$ cat src/logic/rtb_pkg.sv
// constants, tables and types for the receiver-2 trim and transmitter bias register bank
`default_nettype none

package rtb_pkg;

    localparam int RTB_WORDS   = 6;
    localparam int RTB_ADDR_W  = 8;
    localparam int RTB_WORD_W  = 16;
    localparam int RTB_DATA_W  = 11;
    localparam int RTB_ECC_W   = 4;
    localparam int RTB_IDX_W   = 3;
    localparam int RTB_NV_CNT  = 3;

    // field positions
    localparam int RTB_ECC_LSB       = 12;
    localparam int RTB_DED_BIT       = 11;
    localparam int RTB_GAIN_LSB      = 0;
    localparam int RTB_GAIN_W        = 7;
    localparam int RTB_OFF_MAG_LSB   = 0;
    localparam int RTB_OFF_MAG_W     = 7;
    localparam int RTB_OFF_SUB_BIT   = 7;
    localparam int RTB_BIAS_BASE_LSB = 0;
    localparam int RTB_BIAS_BASE_W   = 6;
    localparam int RTB_BIAS_MULT_LSB = 6;
    localparam int RTB_BIAS_MULT_W   = 2;
    localparam int RTB_BIAS_FACT_W   = 7;
    localparam int RTB_BIAS_CUR_W    = 12;

    // word indices: nonvolatile_store first, then volatile_shadow
    localparam logic [RTB_IDX_W-1:0] RTB_GAIN_NV_IDX     = 3'h0;
    localparam logic [RTB_IDX_W-1:0] RTB_OFFSET_NV_IDX   = 3'h1;
    localparam logic [RTB_IDX_W-1:0] RTB_BIAS_NV_IDX     = 3'h2;
    localparam logic [RTB_IDX_W-1:0] RTB_GAIN_SH_IDX     = 3'h3;
    localparam logic [RTB_IDX_W-1:0] RTB_OFFSET_SH_IDX   = 3'h4;
    localparam logic [RTB_IDX_W-1:0] RTB_BIAS_SH_IDX     = 3'h5;

    // register offsets, index 5 first
    localparam logic [RTB_WORDS-1:0][RTB_ADDR_W-1:0] RTB_ADDR = {
        8'h47, 8'h46, 8'h45, 8'h07, 8'h06, 8'h05
    };
    localparam logic [RTB_ADDR_W-1:0] RTB_STATUS_ADDR = 8'h7f;
    localparam int RTB_STAT_DONE_BIT = 0;

    // software-writable bits of each word
    localparam logic [RTB_WORDS-1:0][RTB_DATA_W-1:0] RTB_WMASK = {
        11'h0ff, 11'h0ff, 11'h07f, 11'h7ff, 11'h7ff, 11'h7ff
    };

    // reset values: store defaults, shadow cleared
    localparam logic [RTB_WORDS-1:0][RTB_DATA_W-1:0] RTB_RST = {
        11'h000, 11'h000, 11'h000, 11'h0be, 11'h000, 11'h000
    };

    typedef enum logic [0:0] {
        RTB_LOAD_ST,
        RTB_RUN_ST
    } rtb_load_state_type;

    typedef struct packed {
        logic [RTB_GAIN_W-1:0]      gain;
        logic                       offset_sub;
        logic [RTB_OFF_MAG_W-1:0]   offset_mag;
        logic [RTB_BIAS_MULT_W-1:0] bias_mult;
        logic [RTB_BIAS_FACT_W-1:0] bias_factor;
        logic [RTB_BIAS_BASE_W-1:0] bias_base;
        logic [RTB_BIAS_CUR_W-1:0]  bias_halfua;
    } rtb_trim_type;

endpackage : rtb_pkg

`default_nettype wire

$ cat src/logic/rtb_regs.sv
// receiver-2 trim and transmitter bias calibration register bank
//
// Contract
// - gain trim counts 0.125% steps, max 15.875%
// - offset word bit 7: 0 adds, 1 subtracts
// - offset magnitude counts 0.0015% steps, max 0.1905%
// - bias multiplier codes give x1, x4, x16, x64
// - bias current equals base times multiplier
// - top four bits hold device-kept correction parity
// - bit 11 holds device-kept double-error parity
// - trims correct receiver outputs before angle calculation
`default_nettype none

module rtb_regs
    import rtb_pkg::*;
(
    input  wire logic                  clk,
    input  wire logic                  rst_n,
    input  wire logic [RTB_ADDR_W-1:0] addr,
    input  wire logic [RTB_WORD_W-1:0] wdata,
    input  wire logic                  wr,
    input  wire logic                  rd,
    output logic      [RTB_WORD_W-1:0] rdata,
    output rtb_trim_type               trim,
    output logic                       load_done
);

    ////////////////////////////////////////////////////////////////////////////
    // declarations

    // unpacked so that each word may have its own always_ff
    logic [RTB_DATA_W-1:0]                word_data [RTB_WORDS];
    logic [RTB_ECC_W-1:0]                 word_ecc [RTB_WORDS];
    logic                                 word_ded [RTB_WORDS];
    logic [RTB_WORDS-1:0][RTB_ECC_W-1:0]  next_ecc;
    logic [RTB_WORDS-1:0]                 next_ded;
    logic [RTB_WORDS-1:0]                 load_wr;
    logic [RTB_WORDS-1:0]                 sw_wr;
    logic                                 hit_valid;
    logic [RTB_IDX_W-1:0]                 hit_idx;
    rtb_load_state_type                   load_state;
    logic [1:0]                           load_idx;
    rtb_trim_type                         next_trim;
    logic [RTB_WORD_W-1:0]                next_rdata;

    ////////////////////////////////////////////////////////////////////////////
    // address decode

    always_comb
    begin
        hit_valid = 1'b0;
        hit_idx   = '0;
        for (int i = 0; i < RTB_WORDS; i++)
        begin
            if (addr == RTB_ADDR[i])
            begin
                hit_valid = 1'b1;
                hit_idx   = RTB_IDX_W'(i);
            end
        end
    end

    ////////////////////////////////////////////////////////////////////////////
    // startup load from store into shadow

    always_ff @(posedge clk or negedge rst_n)
    begin
        if (!rst_n)
        begin
            load_state <= RTB_LOAD_ST;
            load_idx   <= 2'h0;
            load_done  <= 1'b0;
        end
        else
        begin
            case (load_state)
                RTB_LOAD_ST:
                begin
                    load_idx <= load_idx + 2'h1;
                    if (load_idx == 2'(RTB_NV_CNT - 1))
                    begin
                        load_state <= RTB_RUN_ST;
                        load_done  <= 1'b1;
                    end
                end
                RTB_RUN_ST:
                begin
                    load_state <= RTB_RUN_ST;
                end
                default:
                begin
                    load_state <= RTB_LOAD_ST;
                    load_idx   <= 2'h0;
                    load_done  <= 1'b0;
                end
            endcase
        end
    end

    ////////////////////////////////////////////////////////////////////////////
    // storage words with device-kept parity

    generate
        for (genvar g = 0; g < RTB_WORDS; g++)
        begin : g_word
            // copy source kept in range for the store words, which never load
            localparam int SRC_IDX = (g >= RTB_NV_CNT) ? g - RTB_NV_CNT : g;
            // the load owns the shadow while it runs; software writes then are dropped
            if (g >= RTB_NV_CNT)
            begin : g_sh
                assign load_wr[g] = (load_state == RTB_LOAD_ST)
                                    && (load_idx == 2'(g - RTB_NV_CNT));
                assign sw_wr[g]   = wr && hit_valid && (hit_idx == RTB_IDX_W'(g))
                                    && (load_state == RTB_RUN_ST);
            end
            else
            begin : g_nv
                assign load_wr[g] = 1'b0;
                assign sw_wr[g]   = wr && hit_valid && (hit_idx == RTB_IDX_W'(g));
            end

            always_ff @(posedge clk or negedge rst_n)
            begin
                if (!rst_n)
                begin
                    word_data[g] <= RTB_RST[g];
                end
                else if (load_wr[g])
                begin
                    word_data[g] <= word_data[SRC_IDX];
                end
                else if (sw_wr[g])
                begin
                    // read-only bits keep their value, parity bits are never taken
                    word_data[g] <= (word_data[g] & ~RTB_WMASK[g])
                                    | (wdata[RTB_DATA_W-1:0] & RTB_WMASK[g]);
                end
            end

            rtb_ecc u_ecc (
                .data (word_data[g]),
                .ecc  (next_ecc[g]),
                .ded  (next_ded[g])
            );

            // parity follows the data one cycle later
            always_ff @(posedge clk or negedge rst_n)
            begin
                if (!rst_n)
                begin
                    word_ecc[g] <= '0;
                    word_ded[g] <= 1'b0;
                end
                else
                begin
                    word_ecc[g] <= next_ecc[g];
                    word_ded[g] <= next_ded[g];
                end
            end
        end
    endgenerate

    ////////////////////////////////////////////////////////////////////////////
    // read port: data valid only in the cycle after the strobe

    always_comb
    begin
        next_rdata = '0;
        if (rd)
        begin
            if (hit_valid)
            begin
                // parity fields have no software access and read as zero
                next_rdata = {5'h00, word_data[hit_idx]};
            end
            else if (addr == RTB_STATUS_ADDR)
            begin
                next_rdata[RTB_STAT_DONE_BIT] = load_done;
            end
        end
    end

    always_ff @(posedge clk or negedge rst_n)
    begin
        if (!rst_n)
        begin
            rdata <= '0;
        end
        else
        begin
            rdata <= next_rdata;
        end
    end

    ////////////////////////////////////////////////////////////////////////////
    // trim settings driven from the working copy

    always_comb
    begin
        logic [RTB_DATA_W-1:0] gain_w;
        logic [RTB_DATA_W-1:0] off_w;
        logic [RTB_DATA_W-1:0] bias_w;
        gain_w = word_data[RTB_GAIN_SH_IDX];
        off_w  = word_data[RTB_OFFSET_SH_IDX];
        bias_w = word_data[RTB_BIAS_SH_IDX];
        next_trim.gain        = gain_w[RTB_GAIN_LSB +: RTB_GAIN_W];
        next_trim.offset_sub  = off_w[RTB_OFF_SUB_BIT];
        next_trim.offset_mag  = off_w[RTB_OFF_MAG_LSB +: RTB_OFF_MAG_W];
        next_trim.bias_mult   = bias_w[RTB_BIAS_MULT_LSB +: RTB_BIAS_MULT_W];
        // factor is four to the power of the code
        next_trim.bias_factor = RTB_BIAS_FACT_W'(1) << {next_trim.bias_mult, 1'b0};
        next_trim.bias_base   = bias_w[RTB_BIAS_BASE_LSB +: RTB_BIAS_BASE_W];
        next_trim.bias_halfua = RTB_BIAS_CUR_W'(next_trim.bias_base)
                                * RTB_BIAS_CUR_W'(next_trim.bias_factor);
    end

    // zero only in reset; follows the shadow every cycle, also while the load runs
    always_ff @(posedge clk or negedge rst_n)
    begin
        if (!rst_n)
        begin
            trim <= '0;
        end
        else
        begin
            trim <= next_trim;
        end
    end

    ////////////////////////////////////////////////////////////////////////////
    // assertions

    gain_trim_a:
    assert property (@(posedge clk) disable iff (!rst_n)
        (wr && load_done && addr == RTB_ADDR[RTB_GAIN_SH_IDX])
        |-> ##2 (trim.gain == $past(wdata[6:0], 2)))
    else $error("gain trim does not follow shadow write");

    offset_sign_a:
    assert property (@(posedge clk) disable iff (!rst_n)
        (wr && load_done && addr == RTB_ADDR[RTB_OFFSET_SH_IDX])
        |-> ##2 (trim.offset_sub == $past(wdata[7], 2)))
    else $error("offset polarity does not follow bit 7");

    offset_mag_a:
    assert property (@(posedge clk) disable iff (!rst_n)
        (wr && load_done && addr == RTB_ADDR[RTB_OFFSET_SH_IDX])
        |-> ##2 (trim.offset_mag == $past(wdata[6:0], 2)))
    else $error("offset magnitude does not follow shadow write");

    bias_mult_a:
    assert property (@(posedge clk) disable iff (!rst_n)
        load_done |->
        ((trim.bias_mult == 2'h0 && trim.bias_factor == 7'h01)
        || (trim.bias_mult == 2'h1 && trim.bias_factor == 7'h04)
        || (trim.bias_mult == 2'h2 && trim.bias_factor == 7'h10)
        || (trim.bias_mult == 2'h3 && trim.bias_factor == 7'h40)))
    else $error("bias multiplier decode wrong");

    bias_current_a:
    assert property (@(posedge clk) disable iff (!rst_n)
        trim.bias_halfua == RTB_BIAS_CUR_W'(trim.bias_base)
            * RTB_BIAS_CUR_W'(trim.bias_factor))
    else $error("bias current is not base times factor");

    parity_hidden_a:
    assert property (@(posedge clk) disable iff (!rst_n)
        rd |=> (rdata[15:12] == 4'h0))
    else $error("correction parity visible to software");

    ded_hidden_a:
    assert property (@(posedge clk) disable iff (!rst_n)
        rd |=> (rdata[11] == 1'b0))
    else $error("double-error parity visible to software");

    ded_kept_a:
    assert property (@(posedge clk) disable iff (!rst_n)
        $stable(word_data[RTB_BIAS_SH_IDX]) |-> (word_ded[RTB_BIAS_SH_IDX]
            == ^{word_data[RTB_BIAS_SH_IDX], word_ecc[RTB_BIAS_SH_IDX]}))
    else $error("double-error parity not maintained");

    startup_load_a:
    assert property (@(posedge clk) disable iff (!rst_n)
        $rose(load_done) |-> ##1 (trim.bias_base == word_data[RTB_BIAS_NV_IDX][5:0]
            && trim.gain == word_data[RTB_GAIN_NV_IDX][6:0]))
    else $error("shadow not loaded from store at startup");

    load_bound_a:
    assert property (@(posedge clk) disable iff (!rst_n)
        $rose(rst_n) |-> ##[0:3] load_done)
    else $error("startup load took too long");

    read_pulse_a:
    assert property (@(posedge clk) disable iff (!rst_n)
        !rd |=> (rdata == 16'h0000))
    else $error("read data present without a read strobe");

    shadow_copy_a:
    assert property (@(posedge clk) disable iff (!rst_n)
        (load_state == RTB_LOAD_ST && load_idx == 2'h0)
        |=> (word_data[RTB_GAIN_SH_IDX] == $past(word_data[RTB_GAIN_NV_IDX])))
    else $error("gain shadow not copied from store");

    early_drop_a:
    assert property (@(posedge clk) disable iff (!rst_n)
        (wr && addr == RTB_ADDR[RTB_GAIN_SH_IDX] && load_state == RTB_LOAD_ST
            && load_idx != 2'h0)
        |=> (word_data[RTB_GAIN_SH_IDX] == $past(word_data[RTB_GAIN_SH_IDX])))
    else $error("shadow write taken during startup load");

    gain_ro_a:
    assert property (@(posedge clk) disable iff (!rst_n)
        sw_wr[RTB_GAIN_SH_IDX]
        |=> (word_data[RTB_GAIN_SH_IDX][10:7] == $past(word_data[RTB_GAIN_SH_IDX][10:7])))
    else $error("read-only gain shadow bits changed");

    store_write_a:
    assert property (@(posedge clk) disable iff (!rst_n)
        (wr && addr == RTB_ADDR[RTB_OFFSET_NV_IDX])
        |=> (word_data[RTB_OFFSET_NV_IDX] == $past(wdata[RTB_DATA_W-1:0])))
    else $error("store write did not land");

    status_read_a:
    assert property (@(posedge clk) disable iff (!rst_n)
        (rd && addr == RTB_STATUS_ADDR)
        |=> (rdata == {15'h0000, $past(load_done)}))
    else $error("status read does not show load done");

    unmapped_read_a:
    assert property (@(posedge clk) disable iff (!rst_n)
        (rd && !hit_valid && addr != RTB_STATUS_ADDR)
        |=> (rdata == 16'h0000))
    else $error("unmapped read returned data");

endmodule : rtb_regs

`default_nettype wire

$ cat src/logic/rtb_ecc.sv
// error-correction parity and double-error parity for one calibration word
`default_nettype none

module rtb_ecc
    import rtb_pkg::*;
(
    input  wire logic [RTB_DATA_W-1:0] data,
    output logic      [RTB_ECC_W-1:0]  ecc,
    output logic                       ded
);

    // hamming 15,11: data bits fill the non-power-of-two positions
    always_comb
    begin
        logic [15:1] code;
        int          k;
        code = '0;
        k    = 0;
        ecc  = '0;
        for (int p = 1; p < 16; p++)
        begin
            if ((p & (p - 1)) != 0)
            begin
                code[p] = data[k];
                k       = k + 1;
            end
        end
        for (int b = 0; b < RTB_ECC_W; b++)
        begin
            for (int p = 1; p < 16; p++)
            begin
                if (((p >> b) & 1) == 1)
                begin
                    ecc[b] = ecc[b] ^ code[p];
                end
            end
        end
        ded = ^{data, ecc};
    end

endmodule : rtb_ecc

`default_nettype wire

$ cat config.mk
export PLATFORM = sky130hd
export DESIGN_NAME = rtb_regs
export DESIGN_NICKNAME = d
export VERILOG_FILES = /design/src/logic/rtb_pkg.sv /design/src/logic/rtb_regs.sv /design/src/logic/rtb_ecc.sv
export SDC_FILE = /design/constraint.sdc
export NUM_CORES = 1
export LEC_CHECK = 0
export BUFFER_PORTS_ARGS = -buffer_cell sky130_fd_sc_hd__buf_4
export CORE_MARGIN = 1
export CORE_UTILIZATION = 46
export CTS_CLUSTER_DIAMETER = 60
export CTS_CLUSTER_SIZE = 10
export DETAILED_ROUTE_END_ITERATION = 7
export PLACE_DENSITY = 0.71
export SLEW_MARGIN = 20
export SYNTH_ARGS = -nofsm -noshare
export SYNTH_HDL_FRONTEND = slang
export SYNTH_SLANG_ARGS = --single-unit
$ cat constraint.sdc
create_clock -name clk -period 6.8 [get_ports clk]
set_clock_uncertainty 0.05 [all_clocks]
set_input_delay 1.36 -clock clk [delete_from_list [all_inputs] [get_ports clk]]
set_output_delay 1.36 -clock clk [all_outputs]
set_load 0.05 [all_outputs]
==> summary.md <==
| Metric | Value |
|---|---|
| Layout cells sized above 1 | `0.330` |
| Yosys cell types | `45` |
| Combinational family with the most area after synthesis | `multiplexers` |
| Wire length per cell | `18.0 um` |
| Drt drc | `6` |
| Compound-Gate Fraction of Synth Area | `0.0861` |
| Chip height | `112 um` |
| Final hold vios | `0` |
| CTS Hold Bufs | `0` |
| Worst hold path class | `reg -> reg` |
| Sw Share | `0.249` |
| Tmin final | `about 3.8 ns` |
| Final slew viol count | `0` |
| VDD IR max | `about 0.14 mV` |
| H-tree Lvls | `4` |
| Post-Syn Area | `5570 sq um` |
| TritonCTS clock tree | `done` |
| CP max FO | `6` |
| WL final | `12.3 mm` |
| Synth Area per Inst | `12.3 sq um` |
| CP bufs+invs | `2` |
| CP peak stage delay | `0.91 ns` |
| Unrepaired setup endpoints after global routing | `no` |
| Sequential share of power | `0.416` |
| Failing checks | `design-rule violations` |
| Worst setup SP type | `input port` |
| Starting Density | `0.479` |
| Residual overflow from global routing | `0` |
| Worst r2r dst | `trim[10]` |
| Worst Path Arrival | `4.06 ns` |
| Vias per std cell | `5.61` |
| Leakage | `3.45 nW` |
| Worst-skew pair later-pin latency | `0.42 ns` |
| End of the critical path | `word_data[65]` |
| Final Wtd Congestion | `0.816` |
| Area share of the largest cell type after synthesis | `0.512` |
| CTS Root Buffer Type | `clkbuf_16` |
| Post-synthesis mux area share | `0.150` |
| Pre-Repair DR Iteration Count | `6` |
| Worst reg-to-reg path cell count | `11` |
| Peak Freq | `roughly 260 MHz` |
| Finish-stage setup viols | `0` |
| Cell area power density | `269 nW/um^2` |
| Synth Area in Adders | `0.0764` |
| CTS sink cnt | `120` |
| Top cells by area, synth | `dfrtp_1 51%, mux2_2 11%, ha_1 5.8%` |
| Clock power share | `0.500` |
| Ys Warns | `0` |
| Required @ worst endpoint | `7.05 ns` |
| Post-CTS setup buffers | `0` |
| CP Capture Type | `flop` |
| Die width | `112 um` |
| Final #Nets | `588` |
| TritonCTS buffer count | `17` |
| PortBufs | `73` |
| Status | `finished, violations left` |
| Comb power frac | `0.084` |
| Area Growth Syn to Fin | `22.5%` |
| Initial antenna violation count | `0` |
| Post_cts resized | `0` |
| Core Footprint | `approximately 12,000 sq um` |
| Reg2reg start | `next_trim[25]` |
| Synth Area in XOR/XNOR | `0.0126` |
| Max_slew headroom | `0.297` |
| Largest net degree at the start of global routing | `78` |
| Int Pwr | `0.00138 W` |
| GR Util All Layers | `0.211` |
| Mapped Cells | `454` |
| Reg clk slew, reported paths | `~0.050 ns` |
| Total power | `0.00184 W` |
| Number of synthesized register bits | `120` |
| Area leader, netlist | `dfrtp_1` |
| CP max-delay cell | `nor3b_1` |
| Start point of the critical path | `addr[7]` |
| Post-synthesis simple-gate area fraction | `0.0982` |
| Crit Path Category | `in -> reg` |
| IO Pins | `87` |
| Post-layout util | `0.587` |
| Seq/Total Area, Yosys | `0.541` |
| Vias in the first global route | `3,905` |
| Setup TNS | `0 ns` |
| CP Cell Sequence | `buf_4 -> nand2b_4 -> nor4_1 -> nand3_1 -> nor3b_1 -> buf_4 -> mux2_2` |
| Switch Pwr | `about 0.00046 W` |
| Inserted Diodes | `0` |
| DP HPWL | `8.18 mm` |
| R2r setup slk | `between 3 and 4 ns` |
| Max Cap Viol | `0` |
| CP top delay family | `simple AND/OR/NAND/NOR gates` |
| Clock Path Buffers | `2` |
| Via count | `3,842` |
| Core Rows | `39` |
| DR iter-0 viols | `between 150 and 200` |
| Crit share post-route | `0.560` |
| DIE AREA | `12,500 sq um` |
| Fill cell count | `943` |
| First-pass GRT wire length | `20.1 mm` |
| Worst-Margin Slew | `1.05 ns` |
| Number of nets still failing antenna checks after routing | `0` |
| Most frequent CP cell | `buf_4` |
| Critical Path Stages | `7` |
-- through the flow --
step                cell area [sq um]  cells  hold slack (ns)  worst slack [ns]
floorplan                        5590    461            0.315              3.47
global placement                 6200    653            0.347              2.75
detailed placement               6200    653            0.347              2.70
CTS                              6820    685            0.356              3.07
global route                     6820    685            0.372              2.84
finish                           6820    685            0.353              3.00
-- per-layer routing --
metal,vias up,share of wire,track usage
li1,1751,-,-
met1,1928,0.43,0.286
met2,139,0.48,0.322
met3,24,0.068,0.0578
met4,0,0.022,0.0871
met5,-,0,0
-- sequential cells by signal, indices dropped and copies added, names as in the netlist --
| register | count |
|---|---|
| load_state | 1 |
| word_data | 43 |
| load_done | 1 |
| next_trim | 23 |
| trim | 39 |
| load_idx | 2 |
| rdata | 11 |
-- cell usage after synthesis, drive strengths merged --
master     n
or2        3
ha        26
mux2i     24
a21boi     1
o22ai     20
a21o       2
nor4      10
nand2     28
fa         5
a21oi     17
mux2      53
o41ai      1
conb       1
xnor2      6
nor2      16
or4        1
a22oi      2
buf       19
nand3      4
o21ai     19
nor3       3
and3       5
nor2b      4
dfstp      6
nand4      1
nand2b     3
xor2       2
o21bai     2
dfrtp    114
inv       11
o2bb2ai    8
o211ai     2
or3        3
nor3b      1
o21a       1
a31oi      2
clkbuf    10
and2      18
-- power groups by stage --
stage | Combinational (W) | Clock, W | Sequential [W]
2_1_floorplan | 0.0000633 | 0 | 0.000807
3_3_place_gp | 0.000152 | 0 | 0.000775
3_5_place_dp | 0.000155 | 0 | 0.000776
4_1_cts | 0.000156 | 0.000929 | 0.000764
5_1_grt | 0.000166 | 0.000965 | 0.000768
6_report | 0.000155 | 0.000918 | 0.000764
-- worst reg2reg max path, stage by stage, from the launching register on --
cell and delay, ns:
dfrtp_1 0.57, nor2b_1 0.43, and2_1 0.19, ha_1 0.23, ha_1 0.30, fa_1 0.53, fa_1 0.48, a21o_1 0.18
a21oi_1 0.23, o21bai_1 0.10, a21oi_1 0.21, xnor2_1 0.14
-- cell type report --
class                      instances  area, sq um  area share
sequential                       120         3010       0.441
clock inverter                    14          174      0.0255
clock buffer                      18          439      0.0644
tap                              143          179      0.0262
multi-input combinational        301         2390       0.351
inverter                          11         41.3     0.00605
timing repair buffer              78          586      0.0858
-- kinds of logic after synthesis --
logic type / Yosys count
AOI/OAI and AO/OA: 77
xor gates and xnor gates: 8
adders and majority gates: 31
buffers and inverters: 40
DFF: 120
muxes: 77
other: 1
and+or+nand+nor: 100
-- placed cells by master, fill, tap and decap left out, types with 3 or more instances in the layout --
master / Yosys / layout
xnor2_1: 6 / 6
inv_1: 11 / 11
o21ai_0: 10 / 10
nor4_1: 9 / 9
o2bb2ai_1: 8 / 8
conb_1: 1 / 8
fa_1: 5 / 5
ha_1: 26 / 26
nand3_1: 4 / 4
mux2i_1: 24 / 24
buf_4: 8 / 78
clkbuf_16: 0 / 17
dfrtp_1: 114 / 114
nor2_1: 16 / 14
and3_1: 5 / 5
clkinvlp_4: 0 / 4
or2_2: 3 / 3
or3_1: 3 / 3
and2_1: 18 / 18
o21ai_1: 9 / 9
nand2_1: 28 / 28
clkinv_4: 0 / 3
mux2_2: 53 / 53
a21oi_1: 17 / 17
nor2b_1: 4 / 4
bufinv_16: 0 / 3
o22ai_1: 20 / 20
dfstp_2: 6 / 6
-- worst min-delay path by stage --
stage | startpoint | end | slack, ns | depth (start not counted)
floorplan | next_trim[25] | trim[25] | 0.32 | 0
global placement | next_trim[40] | trim[40] | 0.35 | 0
detailed placement | next_trim[32] | trim[32] | 0.35 | 0
CTS | next_trim[34] | trim[34] | 0.36 | 0
global route | next_trim[34] | trim[34] | 0.37 | 0
finish | next_trim[32] | trim[32] | 0.35 | 0
(Power assumes the default switching activity.)
